### config.mk
export PLATFORM = sky130hd
export DESIGN_NAME = drtb_timebase
export DESIGN_NICKNAME = d
export VERILOG_FILES = /design/src/inc/drtb_pkg.sv /design/src/inc/drtb_tick_if.sv /design/src/rtl/drtb_divider.sv /design/src/rtl/drtb_timebase.sv
export SDC_FILE = /design/constraint.sdc
export NUM_CORES = 1
export LEC_CHECK = 0
export ABC_AREA = 1
export BUFFER_PORTS_ARGS = -buffer_cell sky130_fd_sc_hd__buf_2
export CAP_MARGIN = 20
export CELL_PAD_IN_SITES_DETAIL_PLACEMENT = 1
export CELL_PAD_IN_SITES_GLOBAL_PLACEMENT = 2
export CORE_MARGIN = 4
export CORE_UTILIZATION = 38
export DETAILED_ROUTE_END_ITERATION = 7
export PLACE_DENSITY_LB_ADDON = 0.1
export RECOVER_POWER = 100
export SLEW_MARGIN = 10
export SYNTH_ARGS = -nofsm -noshare
export SYNTH_HDL_FRONTEND = slang
export SYNTH_SLANG_ARGS = --single-unit
### constraint.sdc
create_clock -name clk -period 3.35 [get_ports clk]
set_input_delay 0.335 -clock clk [delete_from_list [all_inputs] [get_ports clk]]
set_output_delay 0.335 -clock clk [all_outputs]
set_load 0.03 [all_outputs]
### src/inc/drtb_pkg.sv
package drtb_pkg;
    // ------------------------------------------------------------
    // clocking and oscillator
    // ------------------------------------------------------------
    localparam int DRTB_CLK_HZ       = 32'h05F5_E100;  // 100 MHz system clock
    localparam int DRTB_OSC_TYP_HZ   = 32'h0000_DEA8;  // typical internal oscillator, 57 kHz
    localparam int DRTB_OSC_DIV      = DRTB_CLK_HZ / DRTB_OSC_TYP_HZ;
    // ------------------------------------------------------------
    // timebase ratios, in oscillator ticks
    // ------------------------------------------------------------
    localparam int DRTB_NUM_CHARS    = 32'h0000_0008;
    localparam int DRTB_REFRESH_DIV  = 32'h0000_00E0;  // 224 ticks per full refresh
    localparam int DRTB_CHAR_SLOT    = DRTB_REFRESH_DIV / DRTB_NUM_CHARS;
    localparam int DRTB_FLASH_DIV    = 32'h0000_7000;  // 28,672 ticks per blink period
    localparam int DRTB_SELFTEST_LEN = 32'h0004_0000;  // 262,144 ticks per self-test
    localparam int DRTB_LOCKOUT_TICKS = 32'h0000_0003; // ticks before host access is legal
    // ------------------------------------------------------------
    // host bus widths and self-test states
    // ------------------------------------------------------------
    localparam int DRTB_ADDR_W       = 32'h0000_0005;
    localparam int DRTB_DATA_W       = 32'h0000_0008;
    typedef enum logic [1:0] {
        DRTB_ST_IDLE = 2'b01,
        DRTB_ST_RUN  = 2'b10
    } drtb_selftest_t;
endpackage

### src/inc/drtb_tick_if.sv
`timescale 1ns/1ps
`default_nettype none
// tick stream into a divider and its terminal-count pulse back
interface drtb_tick_if;
    logic tick;
    logic wrap;
    modport source (output tick, input wrap);
    modport counter(input tick, output wrap);
endinterface
`default_nettype wire

### src/rtl/drtb_divider.sv
`timescale 1ns/1ps
`default_nettype none
module drtb_divider #(
    parameter int MOD = 2
) (
    input  wire logic        clk,
    input  wire logic        reset_n,
    input  wire logic        clkEn,
    drtb_tick_if.counter     tk
);
    localparam int CW = (MOD > 1) ? $clog2(MOD) : 1;
    localparam logic [CW-1:0] LAST = CW'(MOD - 1);

    logic [CW-1:0] count_r;

    // ------------------------------------------------------------
    // modulo counter, advances only on a qualified tick
    // ------------------------------------------------------------
    always_ff @(posedge clk or negedge reset_n) begin
        if (!reset_n) begin
            count_r <= '0;
        end else if (clkEn && tk.tick) begin
            count_r <= (count_r == LAST) ? '0 : count_r + 1'b1;
        end
    end

    assign tk.wrap = clkEn && tk.tick && (count_r == LAST);

    a_wrap_needs_tick: assert property (@(posedge clk) disable iff (!reset_n)
        tk.wrap |-> tk.tick && count_r == LAST ##1 count_r == '0)
        else $error("divider wrapped off its terminal count");
endmodule
`default_nettype wire

### src/rtl/drtb_timebase.sv
`timescale 1ns/1ps
`default_nettype none
module drtb_timebase
    import drtb_pkg::*;
#(
    parameter int OSC_DIV      = DRTB_OSC_DIV,
    parameter int FLASH_DIV    = DRTB_FLASH_DIV,
    parameter int SELFTEST_LEN = DRTB_SELFTEST_LEN
) (
    input  wire logic                   clk,
    input  wire logic                   reset_n,
    input  wire logic                   clkEn,
    input  wire logic                   clockSourceSelect,
    input  wire logic                   clkPinIn,
    output logic                        clkPinOut,
    output logic                        clkPinOe,
    input  wire logic                   ce_n,
    input  wire logic                   wr_n,
    input  wire logic                   rd_n,
    input  wire logic                   blinkMemorySelect_n,
    input  wire logic [DRTB_ADDR_W-1:0] addr,
    input  wire logic [DRTB_DATA_W-1:0] dataIn,
    input  wire logic                   selftestStart,
    output logic                        oscTick,
    output logic [2:0]                  charIndex_r,
    output logic                        refreshFrequency,
    output logic                        blinkPhase_r,
    output logic                        blinkFrequency,
    output logic                        selftestBusy,
    output logic                        selftestDone,
    output logic                        hostReady_r,
    output logic                        readActive,
    output logic                        writeDone,
    output logic [DRTB_ADDR_W-1:0]      wrAddr_r,
    output logic [DRTB_DATA_W-1:0]      wrData_r,
    output logic                        wrBlinkMem_r,
    output logic                        addrUnstable_r
);
    localparam int OCW = $clog2(OSC_DIV);
    localparam logic [OCW-1:0] OSC_HALF = OCW'(OSC_DIV / 2 - 1);
    localparam logic [2:0]     LAST_CHAR = 3'(DRTB_NUM_CHARS - 1);
    localparam logic [1:0]     LOCK_LAST = 2'(DRTB_LOCKOUT_TICKS);

    // ------------------------------------------------------------
    // oscillator source
    // ------------------------------------------------------------
    logic [OCW-1:0] oscCnt_r;
    logic           oscPhase_r;
    logic           pinPrev_r;
    logic           intTick;
    logic           extTick;

    // internal oscillator as a square wave, rising edge is the tick
    always_ff @(posedge clk or negedge reset_n) begin
        if (!reset_n) begin
            oscCnt_r   <= '0;
            oscPhase_r <= 1'b0;
        end else if (clkEn) begin
            if (oscCnt_r == OSC_HALF) begin
                oscCnt_r   <= '0;
                oscPhase_r <= !oscPhase_r;
            end else begin
                oscCnt_r <= oscCnt_r + 1'b1;
            end
        end
    end

    // pin level is synchronous already; history only for edge finding
    always_ff @(posedge clk or negedge reset_n) begin
        if (!reset_n) begin
            pinPrev_r <= 1'b0;
        end else if (clkEn) begin
            pinPrev_r <= clkPinIn;
        end
    end

    assign intTick   = (oscCnt_r == OSC_HALF) && !oscPhase_r;
    assign extTick   = clkPinIn && !pinPrev_r;
    assign oscTick   = clkEn && (clockSourceSelect ? intTick : extTick);
    assign clkPinOut = oscPhase_r;
    assign clkPinOe  = clockSourceSelect;

    // ------------------------------------------------------------
    // dividers
    // ------------------------------------------------------------
    drtb_tick_if slotIf ();
    drtb_tick_if flashIf ();
    drtb_tick_if testIf ();
    drtb_selftest_t testState_r;

    assign slotIf.tick  = oscTick;
    assign flashIf.tick = oscTick;
    assign testIf.tick  = oscTick && (testState_r == DRTB_ST_RUN);

    // one character slot per 28 ticks, eight slots make a refresh
    drtb_divider #(.MOD(DRTB_CHAR_SLOT)) uSlot (
        .clk     (clk),
        .reset_n (reset_n),
        .clkEn   (clkEn),
        .tk      (slotIf.counter)
    );
    // half period per divider wrap so the full blink cycle is the ratio
    drtb_divider #(.MOD(FLASH_DIV / 2)) uFlash (
        .clk     (clk),
        .reset_n (reset_n),
        .clkEn   (clkEn),
        .tk      (flashIf.counter)
    );
    // counter restarts at zero because it only ever stops on a wrap
    drtb_divider #(.MOD(SELFTEST_LEN)) uTest (
        .clk     (clk),
        .reset_n (reset_n),
        .clkEn   (clkEn),
        .tk      (testIf.counter)
    );

    // ------------------------------------------------------------
    // refresh scan and blink phase
    // ------------------------------------------------------------
    always_ff @(posedge clk or negedge reset_n) begin
        if (!reset_n) begin
            charIndex_r <= '0;
        end else if (slotIf.wrap) begin
            charIndex_r <= charIndex_r + 1'b1;
        end
    end

    assign refreshFrequency = slotIf.wrap && (charIndex_r == LAST_CHAR);

    always_ff @(posedge clk or negedge reset_n) begin
        if (!reset_n) begin
            blinkPhase_r <= 1'b0;
        end else if (flashIf.wrap) begin
            blinkPhase_r <= !blinkPhase_r;
        end
    end

    assign blinkFrequency = flashIf.wrap && blinkPhase_r;

    // ------------------------------------------------------------
    // self-test sequencer
    // ------------------------------------------------------------
    always_ff @(posedge clk or negedge reset_n) begin
        if (!reset_n) begin
            testState_r <= DRTB_ST_IDLE;
        end else if (clkEn) begin
            case (testState_r)
                DRTB_ST_IDLE: begin
                    if (selftestStart) begin
                        testState_r <= DRTB_ST_RUN;
                    end
                end
                DRTB_ST_RUN: begin
                    if (testIf.wrap) begin
                        testState_r <= DRTB_ST_IDLE;
                    end
                end
                default: testState_r <= DRTB_ST_IDLE;
            endcase
        end
    end

    assign selftestBusy = (testState_r == DRTB_ST_RUN);
    assign selftestDone = testIf.wrap;

    // ------------------------------------------------------------
    // post-reset lockout
    // ------------------------------------------------------------
    logic [1:0] lockCnt_r;

    // counts oscillator ticks after release; before it readActive and writeDone are held low, though writes still load wrAddr_r and wrData_r
    always_ff @(posedge clk or negedge reset_n) begin
        if (!reset_n) begin
            lockCnt_r   <= '0;
            hostReady_r <= 1'b0;
        end else if (oscTick && !hostReady_r) begin
            lockCnt_r   <= lockCnt_r + 1'b1;
            hostReady_r <= (lockCnt_r + 1'b1 == LOCK_LAST);
        end
    end

    // ------------------------------------------------------------
    // host strobes
    // ------------------------------------------------------------
    logic writeLow;
    logic writeLow_r;
    logic ceLow_r;
    logic [DRTB_ADDR_W-1:0] ceAddr_r;

    // a tied write and chip enable look the same as a separate pair
    assign writeLow   = !ce_n && !wr_n;
    assign readActive = hostReady_r && !ce_n && !rd_n && wr_n;
    assign writeDone  = clkEn && writeLow_r && !writeLow && hostReady_r;

    // data keeps the last value seen while the strobe is low
    always_ff @(posedge clk or negedge reset_n) begin
        if (!reset_n) begin
            writeLow_r   <= 1'b0;
            ceLow_r      <= 1'b0;
            ceAddr_r     <= '0;
            wrAddr_r     <= '0;
            wrData_r     <= '0;
            wrBlinkMem_r <= 1'b0;
        end else if (clkEn) begin
            writeLow_r <= writeLow;
            ceLow_r    <= !ce_n;
            if (!ce_n && !ceLow_r) begin
                ceAddr_r <= addr;
            end
            if (writeLow) begin
                wrAddr_r     <= addr;
                wrData_r     <= dataIn;
                wrBlinkMem_r <= !blinkMemorySelect_n;
            end
        end
    end

    // sticky warning: address moved under chip enable; only reset clears it
    always_ff @(posedge clk or negedge reset_n) begin
        if (!reset_n) begin
            addrUnstable_r <= 1'b0;
        end else if (clkEn && ceLow_r && !ce_n && addr != ceAddr_r) begin
            addrUnstable_r <= 1'b1;
        end
    end

    // ------------------------------------------------------------
    // checks
    // ------------------------------------------------------------
    logic [8:0]  refTicks_r;
    logic [31:0] testTicks_r;

    always_ff @(posedge clk or negedge reset_n) begin
        if (!reset_n) begin
            refTicks_r  <= '0;
            testTicks_r <= '0;
        end else if (oscTick) begin
            refTicks_r  <= refreshFrequency ? '0 : refTicks_r + 1'b1;
            testTicks_r <= (!selftestBusy || selftestDone) ? '0 : testTicks_r + 1'b1;
        end
    end

    a_refresh_period: assert property (@(posedge clk) disable iff (!reset_n)
        refreshFrequency |-> refTicks_r == 9'(DRTB_REFRESH_DIV - 1))
        else $error("refresh period is not 224 ticks");
    a_blink_on_tick: assert property (@(posedge clk) disable iff (!reset_n)
        $changed(blinkPhase_r) |-> $past(oscTick))
        else $error("blink phase moved without an oscillator tick");
    a_selftest_length: assert property (@(posedge clk) disable iff (!reset_n)
        selftestDone |-> testTicks_r == 32'(SELFTEST_LEN - 1) ##1 !selftestBusy)
        else $error("self-test length wrong");
    a_lockout_release: assert property (@(posedge clk) disable iff (!reset_n)
        $rose(hostReady_r) |-> $past(oscTick) && $past(lockCnt_r) == 2'(DRTB_LOCKOUT_TICKS - 1))
        else $error("lockout ended on wrong tick");
    a_write_gated: assert property (@(posedge clk) disable iff (!reset_n)
        writeDone |-> hostReady_r ##1 !writeLow_r && !writeDone)
        else $error("write completion without a full strobe");
    a_addr_flag_sticky: assert property (@(posedge clk) disable iff (!reset_n)
        addrUnstable_r |=> addrUnstable_r)
        else $error("address warning cleared");
    a_pin_source: assert property (@(posedge clk) disable iff (!reset_n)
        oscTick && !clockSourceSelect |-> clkPinIn && $past(clkPinIn) == 1'b0)
        else $error("external tick without a pin rising edge");
    a_freeze_hold: assert property (@(posedge clk) disable iff (!reset_n)
        !clkEn |=> $stable(charIndex_r) && $stable(blinkPhase_r))
        else $error("state moved while clock enable low");

    c_refresh: cover property (@(posedge clk) disable iff (!reset_n) refreshFrequency);
    c_selftest: cover property (@(posedge clk) disable iff (!reset_n) selftestDone);
    c_write: cover property (@(posedge clk) disable iff (!reset_n) writeDone);
    c_ext_clock: cover property (@(posedge clk) disable iff (!reset_n) oscTick && !clockSourceSelect);
endmodule
`default_nettype wire

* Word-level counts from Yosys, hierarchy flattened
Index checks and enable logic that the tools add are counted.
Storage, ports and cells: register bits after elaboration 81, bits of input ports 23, output and inout port bits 29, logic and storage cells 80
Cells by class: add/sub/neg operators 6, eq/ne operators 11, muxes and demuxes 8, reduce and logical (&&, ||, !) cells 37
Operator list (number):
- 1-bit logical AND | 23
- 18-bit by 1-bit adder with 18-bit output, second input constant | 1
- 18-bit equality test, second input constant | 1
- 18-bit two-way mux | 1
- 14-bit by 1-bit adder with 14-bit output, second input constant | 1
- 14-bit equality test, second input constant | 1
- 14-bit two-way mux | 1
- 11-bit by 1-bit adder with 11-bit output, second input constant | 1
- 11-bit by 10-bit equality test with 1-bit output, second input constant | 1
- 11-bit two-way mux | 1
- 1-bit zero test | 10
- 2-bit AND reduction | 3
- 5-bit by 1-bit adder with 5-bit output, second input constant | 1
- 5-bit equality test, second input constant | 1
- 5-bit two-way mux | 1
- 5-bit != test | 1
- 2-bit equality test, second input constant | 2
- 2-bit two-way mux | 2
- 2-bit one-hot mux with 2 select lines | 1
- 3-bit by 1-bit adder with 3-bit output, second input constant | 1
- 3-bit equality test, second input constant | 1
- 3-bit AND reduction | 1
- 2-bit by 1-bit adder with 2-bit output, second input constant | 1
- 2-bit by 1-bit equality test with 1-bit output, second input constant | 1
- other kinds (3) | 3

* Logic depth before layout (Yosys ltp)
Gate-level depths: netlist of the first run.
depth in word-level cells 9, gate-level depth with buffers 12, depth with buffers taken out 11

* By module
From an unflattened synthesis of the first run, not the netlist that was laid out.
Second synthesis, totals: cell total of the unflattened synthesis 503, area, all modules 4307.9 µm²
Modules (own cells, without submodules):
- drtb_timebase | times used 1, cells each 220, area an instance 2135.8 µm², sequential area each 1102.3 µm²
- drtb_divider at uTest | times used 1, cells each 142, area an instance 1092.3 µm², sequential area each 450.4 µm²
- drtb_divider at uFlash | times used 1, cells each 104, area an instance 797.0 µm², sequential area each 350.3 µm²
- drtb_divider at uSlot | times used 1, cells each 37, area an instance 282.8 µm², sequential area each 125.1 µm²

* Worst setup path before layout of the first run
OpenSTA, ideal clock, no wires.
kind reg-to-output, from register oscCnt_r[0], to output port blinkFrequency, arrival 1.891 ns, data required time 3.015 ns, setup slack 1.124 ns, stages on the path, launching flop included 12, path buffers 1, cells stage by stage dfrtp_1 > inv_1 > ha_1 > nand2_1 > nor2_1 > nand4_1 > nand2_1 > nand2_2 > buf_6 > nor3b_4 > nand2_1 > nor2_1
Between the ends: word-level cells in the longest chain between the ends 7
RTL lines:
- start, declared | line drtb_timebase.sv:47 | logic [OCW-1:0] oscCnt_r;
- start signal, assigned | line drtb_timebase.sv:63 | oscCnt_r <= oscCnt_r + 1'b1;
- 11-bit by 10-bit equality test with 1-bit output | line drtb_timebase.sv:77 | assign intTick = (oscCnt_r == OSC_HALF) && !oscPhase_r;
- 1-bit logical AND | line drtb_timebase.sv:77
- 1-bit two-way mux | line drtb_timebase.sv:79 | assign oscTick = clkEn && (clockSourceSelect ? intTick : extTick);
- 1-bit logical AND | line drtb_timebase.sv:79
- 1-bit logical AND (2 in a row) | line drtb_divider.sv:27 | assign tk.wrap = clkEn && tk.tick && (count_r == LAST);
- 1-bit logical AND | line drtb_timebase.sv:138 | assign blinkFrequency = flashIf.wrap && blinkPhase_r;
- end, declared | line drtb_timebase.sv:28 | output logic blinkFrequency,
No other way between the ends.

* Worst setup path after layout of the first run
from register oscCnt_r[0], to output port selftestDone
Between the ends: word-level cells in the longest chain between the ends 7
RTL lines:
- 11-bit by 10-bit equality test with 1-bit output | line drtb_timebase.sv:77
- 1-bit logical AND | line drtb_timebase.sv:77
- 1-bit two-way mux | line drtb_timebase.sv:79
- 1-bit logical AND | line drtb_timebase.sv:79
- 1-bit logical AND | line drtb_timebase.sv:93 | assign testIf.tick = oscTick && (testState_r == DRTB_ST_RUN);
- 1-bit logical AND (2 in a row) | line drtb_divider.sv:27
- end, declared | line drtb_timebase.sv:30 | output logic selftestDone,
No other way between the ends.

==> results.md, run 1 <==
- 1st-iter DRT viols: 128
- Internal Pwr Total: 1884 uW
- Clock latency at the later pin of the worst-skew pair: 360 ps
- Mean post-synth cell area: 8.464 sq um
- Area Overhead vs Synth: 10.81%
- Avg Vias per Cell: 4.957
- Routed Antenna Nets: 0
- Status: completed
- PortBufs: 51
- Die Height: 113.7 um
- Post-Syn Instances: 502
- Final worst path period share: 0.8615
- Fin. max-slew vios: 0
- Cts bufs inserted: 9
- First-pass GRT wire length: 18100 um
- Post-CTS setup buffers: 0
- Most used cell, CP: nor2_1
- DRT Pass-1 Iters: 4
- IO Pins: 52
- Crit path largest cell delay: 420 ps
- RSZ-0062 raised after global routing: false
- Peak supply drop: 0.0003412 V
- Startpoint types: flop
- DR vias: 3470
- CP Buf/Inv Count: 3
- Tot GR Track Use: 0.1728
- Grt ovf: 0
- CP top delay family: simple AND/OR/NAND/NOR gates
- Logic gate share of total power: 0.296
- Core area: 10890 sq um
- Share of cells above drive strength 1: 0.1107
- Clock power frac: 0.207
- DRC violations left: 0
- Clock root buffer: clkbuf_8
- Routability cong.: 0.8395
- Ys Warns: 0
- CP Depth: 11
- Post-synth net total: 533
- DIE WIDTH: 113.7 um
- Final setup viols: 0
- Starting Density: 0.3903
- CP Class: reg -> out
- Commonest non-fill, non-tap cell in the layout: nand2_1
- Critical path's slowest cell: dfrtp_1
- Final core utilization: 0.4324
- Lkg Pwr: 0.002209 uW
- CP endpoint kind: output pin
- Worst Clk Skew: 14.12 ps
- Max frequency: 346.5 MHz
- H-tree depth: 3
- Final worst path period need: 2886 ps
- Die footprint: 12940 sq um
- Clock tree buffer depth: 2
- Initial antenna violation count: 0
- Post-detail-place hpwl: 7581 um
- Worst-path cell chain: inv_1, ha_1, nand2_1, nor2_1, nand4_1, nand2_1, nand2_2, nor2_1, inv_1, nor2_1, clkbuf_2
- Seq/Total Area, Yosys: 0.4773
- WP data required: 3010 ps
- Yosys cell types: 39
- Most frequent cells in the layout: 111 x nand2_1, 80 x dfrtp_1, 63 x inv_1
- Worst EP arrival: 2550 ps
- Antenna diode count: 0
- Avg WL per Cell: 14.77 um
- Clock Pin Slew Worst Setup and Hold Paths: 80 ps
- CP startpoint: oscCnt_r[0]
- Slew @ Worst Pin: 1358 ps
- Sequential share of power: 0.497
- Worst R2R Path Depth: 11
- Crit path max fanout: 20
- CTS tree: done
- Nets: 586
- Hold path start: blinkMemorySelect_n
- Mapped Area: 4249 sq um
- Critical R2R Launch: oscCnt_r[0]
- Setup TNS: 0 ps
- Hold Crit Depth: 2
- Drt total wl: 10340 um
- PD cells: 669.0 nW/um^2
- Clk sinks: 81
- Largest net degree at the start of global routing: 82
- #FFs+latches synth: 81
- # rows: 38
- Slew margin rel.: 0.09438
- Switching power: 1266 uW
- Net Sw Frac: 0.4020
- Number of max-cap violations: 0
- Final hold violation count: 0
- Vias in the first global route: 3747
- Worst hold-check path type: in -> reg
synthesized netlist by cell type:
| master | count | area, sq um |
|---|---|---|
| nand2_1 | 108 | 405.4 |
| dfrtp_1 | 80 | 2002 |
| inv_1 | 62 | 232.7 |
| nand3_1 | 35 | 175.2 |
| nor2_1 | 35 | 131.4 |
| o21ai_0 | 31 | 155.2 |
| nand4_1 | 20 | 125.1 |
| xor2_1 | 19 | 166.4 |
| nor3_1 | 17 | 85.08 |
| o21ai_1 | 12 | 60.06 |
| xnor2_1 | 10 | 87.58 |
| ha_1 | 8 | 100.1 |
| mux2_2 | 8 | 90.09 |
| inv_2 | 6 | 22.52 |
| clkbuf_1 | 5 | 18.77 |
| nand2_2 | 5 | 31.28 |
| nor4_1 | 5 | 31.28 |
| buf_6 | 4 | 45.04 |
| buf_4 | 3 | 22.52 |
| nor2_2 | 3 | 18.77 |
| nor3_2 | 3 | 30.03 |
| o31ai_1 | 3 | 22.52 |
| a21oi_1 | 2 | 10.01 |
| a21oi_2 | 2 | 17.52 |
| a31oi_1 | 2 | 12.51 |
| a211oi_1 | 1 | 7.510 |
| a31o_2 | 1 | 8.760 |
| buf_2 | 1 | 5.000 |
| clkinv_1 | 1 | 3.750 |
| dfstp_2 | 1 | 26.28 |
| inv_6 | 1 | 8.760 |
| nor2_4 | 1 | 11.26 |
| nor3b_4 | 1 | 18.77 |
| nor4_2 | 1 | 12.51 |
| o21a_1 | 1 | 7.510 |
| o21ai_2 | 1 | 8.760 |
| o21bai_1 | 1 | 7.510 |
| o21bai_2 | 1 | 11.26 |
| o31ai_2 | 1 | 12.51 |
logic make-up after synthesis:
family                     after synthesis  share of synthesized area
xor gates and xnor gates                29                    0.05978
buffers and inverters                   83                    0.08451
adders and majority gates                8                    0.02356
muxes                                    8                    0.02120
and+or+nand+nor                        234                     0.2532
DFF                                     81                     0.4773
AOI/OAI and AO/OA                       59                    0.08039
power groups by stage:
stage	clock, uW	combinational [uW]	sequential [uW]
global route	730	1080	1610
floorplan	0	679	1570
global placement	0	948	1570
CTS	689	986	1560
detailed placement	0	983	1580
finish	653	933	1560
final timing paths:
path | endpoint | slack [ps]
worst max-delay path | selftestDone | 460
worst max register to register | uTest.count_r[4] | 470
min in group asynchronous | uTest.count_r[16] | 730
worst min register to register | testState_r[1] | 480
worst min-delay path | wrBlinkMem_r | 160
max in group asynchronous | wrBlinkMem_r | 660
flip-flops by register name, indices dropped and copies added (netlist names), 2 cells and up:
register and flops:
uTest.count_r 18, uSlot.count_r 5, oscCnt_r 11, testState_r 2, wrAddr_r 5, wrData_r 8
lockCnt_r 2, charIndex_r 3, uFlash.count_r 14, ceAddr_r 5
final cells by class:
class                   count  area, sq um
fillers                  1358         6180
flip-flops and latches     81         2028
multi-input cells         338         1822
inverters                  70        267.8
repair buffers             55        246.5
well taps                 140        175.2
clock buffers              14        152.6
clock inverters             2        16.27
layer usage:
layer	GRT usage	routed length, um	up-vias
met2	0.2811	4959	47
met5	0	0	-
met3	0.05411	369	6
met1	0.2257	4915	1681
li1	-	-	1736
met4	0.04087	93	0
metrics by stage:
stage	instance area (sq um)	hold slack (ps)	setup WS [ps]	power, uW	instances
floorplan	4249	39.41	1124	2251	502
global placement	4606	461.7	912.2	2518	682
detailed placement	4606	463.6	851.6	2563	682
CTS	4775	130.2	409.9	3240	698
global route	4708	149.0	96.75	3427	700
finish	4708	160.0	463.8	3150	700
repair_timing:
action	CTS	global route
hold buffers	0	1
endpoints found under the hold margin	0	20
gates resized for setup	0	0
Power figures use the tool's default switching activity.
==> inputs of run 2 (changes only) <==
- ABC_AREA: 1 -> default
- CORE_UTILIZATION: 38 -> 39
==> run 2 against run 1 <==
  * Via count decreased by 13%
  * Count of clock-buffer cells in the layout shrank 1
  * Register-to-register slack improved by 540 ps
  * The run now ends with capacitance limit, slew limit left
==> results.md, run 2 <==
- Largest Register: uTest.count_r
- Fin. max-slew vios: 49 (+49)
- PortBufs: 51 (unchanged)
- Max frequency: 356.8 MHz (+3.0%)
- Vias in the first global route: 3056 (-18%)
- DRC violations left: 0 (unchanged)
- Yosys top cell by area: dfrtp_1
- Worst Clk Skew: 5.258 ps (-8.862 ps)
- Regs by FF count: uTest.count_r x18, uFlash.count_r x14, oscCnt_r x11
- Final worst path period need: 2803 ps (-83.44 ps)
- Clock tree buffer depth: 2 (unchanged)
- Post-detail-place hpwl: 6188 um (-18%)
- Clock latency at the later pin of the worst-skew pair: 360 ps (about the same)
- Tot GR Track Use: 0.1591 (-0.01370)
- First-pass GRT wire length: 14970 um (-17%)
- IO Pins: 52 (unchanged)
- Top post-synthesis cells by area: dfrtp_1 50%, nand2_1 6.1%, xnor2_1 4.6%
- Clk sinks: 81 (unchanged)
- Die footprint: 11970 sq um (-7.5%)
- Mean post-synth cell area: 10.36 sq um (+22%)
- Filler instances: 1167 (-14%)
- Initial antenna violation count: 0 (unchanged)
- WP data required: 3010 ps (about the same)
- DRT Pass-1 Iters: 4 (unchanged)
- Failing checks: capacitance limit, slew limit
- Share of the synthesized area in the top cell type: 0.4994 (+0.02823)
- RSZ-0062 raised after global routing: false
- Clock Pin Slew Worst Setup and Hold Paths: 80 ps (about the same)
- Routed Antenna Nets: 0 (unchanged)
- Cts bufs inserted: 9 (unchanged)
- Post-CTS setup buffers: 0 (unchanged)
- Setup WS pre-CTS: 975.6 ps (+123.9 ps)
- Yosys cell types: 62 (+59%)
- # rows: 36 (-5.3%)
- Setup TNS: 0 ps (unchanged)
- # resized after CTS: 0 (unchanged)
- Number of flip-flops in the largest register: 18 (unchanged)
- Synth Flop Type: dfrtp_1
- CP endpoint kind: output pin
- Net Sw Frac: 0.3170 (-0.08498)
- Drt total wl: 8855 um (-14%)
- Lkg Pwr: 0.002052 uW (-7.1%)
- Final WS setup: 547.3 ps (+83.44 ps)
- 1st-iter DRT viols: 130 (+1.6%)
- Placed cells: 558 (-18%)
- #FFs+latches synth: 81 (unchanged)
- Most common cell in the synthesized netlist: dfrtp_1
- Routability cong.: 0.7153 (-15%)
- PD cells: 554.8 nW/um^2 (-17%)
- Starting Density: 0.4045 (+0.01429)
- Logic gate share of total power: 0.193 (-0.103)
- Slew margin rel.: -0.7928 (-0.8872)
- Seq/Total Area, Yosys: 0.5059 (+0.02860)
- # hold bufs at CTS: 0 (unchanged)
- Asr flop ratio synth: 1.000 (unchanged)
- Ys Warns: 0 (unchanged)
- Crit path max fanout: 18 (-10%)
- Clock root buffer: clkbuf_8
- Internal Pwr Total: 1688 uW (-10%)
- Switching power: 783.4 uW (-38%)
- Die Height: 109.4 um (-3.8%)
- Final setup viols: 0 (unchanged)
- Final core utilization: 0.4495 (+0.01707)
- Status: finished with violations
- Post-synth top cells: 80 x dfrtp_1, 65 x nand2_1, 21 x xnor2_1
- Post-synth EDFFs: 0 (unchanged)
- Worst hold-check path type: in -> reg
- Number of max-cap violations: 1 (+1)
- Post-Syn Instances: 387 (-23%)
- Grt ovf: 0 (unchanged)
- Clock power frac: 0.289 (+0.082)
- Slew @ Worst Pin: 2689 ps (+1331 ps)
- Core area: 9910 sq um (-9.0%)
- Post-synth net total: 418 (-22%)
- Mapped Area: 4009 sq um (-5.7%)
- Final hold violation count: 0 (unchanged)
- Antenna diode count: 0 (unchanged)
- DIE WIDTH: 109.4 um (-3.8%)
- Nets: 467 (-20%)
- DR vias: 3032 (-13%)
- Final Non-Filler Cells: 574 (-18%)
- Share of cells above drive strength 1: 0.1224 (+0.01173)
- CP Class: reg -> out
- Final worst path period share: 0.8366 (-0.02491)
- Startpoint types: flop
- H-tree depth: 3 (unchanged)
- Sequential share of power: 0.518 (+0.021)
- Power Total: 2471 uW (-22%)
- Peak supply drop: 0.0002285 V (-33%)
- Largest net degree at the start of global routing: 49 (-40%)
- Most frequent cells in the layout: 80 x dfrtp_1, 66 x nand2_1, 33 x clkbuf_1
- Worst EP arrival: 2470 ps (-80 ps)
- Commonest non-fill, non-tap cell in the layout: dfrtp_1
- Area Overhead vs Synth: 11.11%
- Avg WL per Cell: 15.43 um (+4.5%)
- CTS tree: done
- Avg Vias per Cell: 5.282 (+6.6%)
-- run 2: cell count changes after synthesis, sizes merged, moves of 5 or more --
cell,previous run,this run
nand3,35,19
a21oi,4,19
nor2,39,14
o22ai,0,6
inv,69,16
xnor2,10,21
xor2,19,7
nand2,113,66
o21ai,44,19
nor3,20,1
and3,0,12
nand2b,0,5
nor4,6,1
and4,0,7
-- run 2: layout make-up --
type | count | area [sq um] | area share
Clock inverter | 3 | 40.04 | 0.008989
Sequential cell | 81 | 2028 | 0.4553
Inverter | 17 | 68.82 | 0.01545
Timing Repair Buffer | 53 | 227.7 | 0.05112
Tap cell | 133 | 166.4 | 0.03736
Clock buffer | 13 | 148.9 | 0.03343
Multi-Input combinational cell | 274 | 1774 | 0.3983
-- run 2: cells by family (layout without fill, tap and decap cells) --
kind of cell / count (synthesis) / in the layout / share of synthesized area
simple gates: 158 / 158 / 0.2216
flops: 81 / 81 / 0.5059
compound gates: 69 / 69 / 0.1161
buf+inv: 32 / 86 / 0.03808
xor+xnor: 28 / 28 / 0.06117
mux: 11 / 11 / 0.03215
fa+ha+maj: 8 / 8 / 0.02497
-- run 2: worst paths after layout --
check,from,to,slack [ps],depth (start not counted)
worst max-delay path,oscCnt_r[0],refreshFrequency,550,9
worst min-delay path,dataIn[2],wrData_r[2],160,3
worst max register to register,oscCnt_r[0],charIndex_r[1],1010,8
worst min register to register,uTest.count_r[4],uTest.count_r[4],460,1
max in group asynchronous,reset_n,testState_r[0],870,2
min in group asynchronous,reset_n,uFlash.count_r[0],820,1
-- run 2: layer usage --
metal	up-vias	track usage	wire, um
li1	1456	-	-
met1	1539	0.2084	4245
met2	27	0.2554	4245
met3	10	0.03523	263
met4	0	0.06411	101
met5	-	0	0
-- run 2: worst max-delay path: stages (launching register included) --
cell and delay, ps:
dfrtp_1 390, inv_1 80, ha_1 200, nor4b_4 130, and4_1 270, nor2_4 370
clkinv_4 190, nand3_1 230, nor2_1 60, buf_2 170
-- run 2: through the flow --
step           hold slack (ps)  instance area (sq um)
2_1_floorplan            39.41                   4009
3_3_place_gp             403.4                   4364
3_5_place_dp             414.6                   4364
4_1_cts                  6.920                   4553
5_1_grt                  152.7                   4454
6_report                 155.8                   4454
-- run 2: power groups by stage --
stage               sequential (uW)  combinational [uW]  clock, uW
floorplan                      1330                 303          0
global placement               1290                 498          0
detailed placement             1300                 510          0
CTS                            1280                 512        746
global route                   1310                 546        784
finish                         1280                 477        714
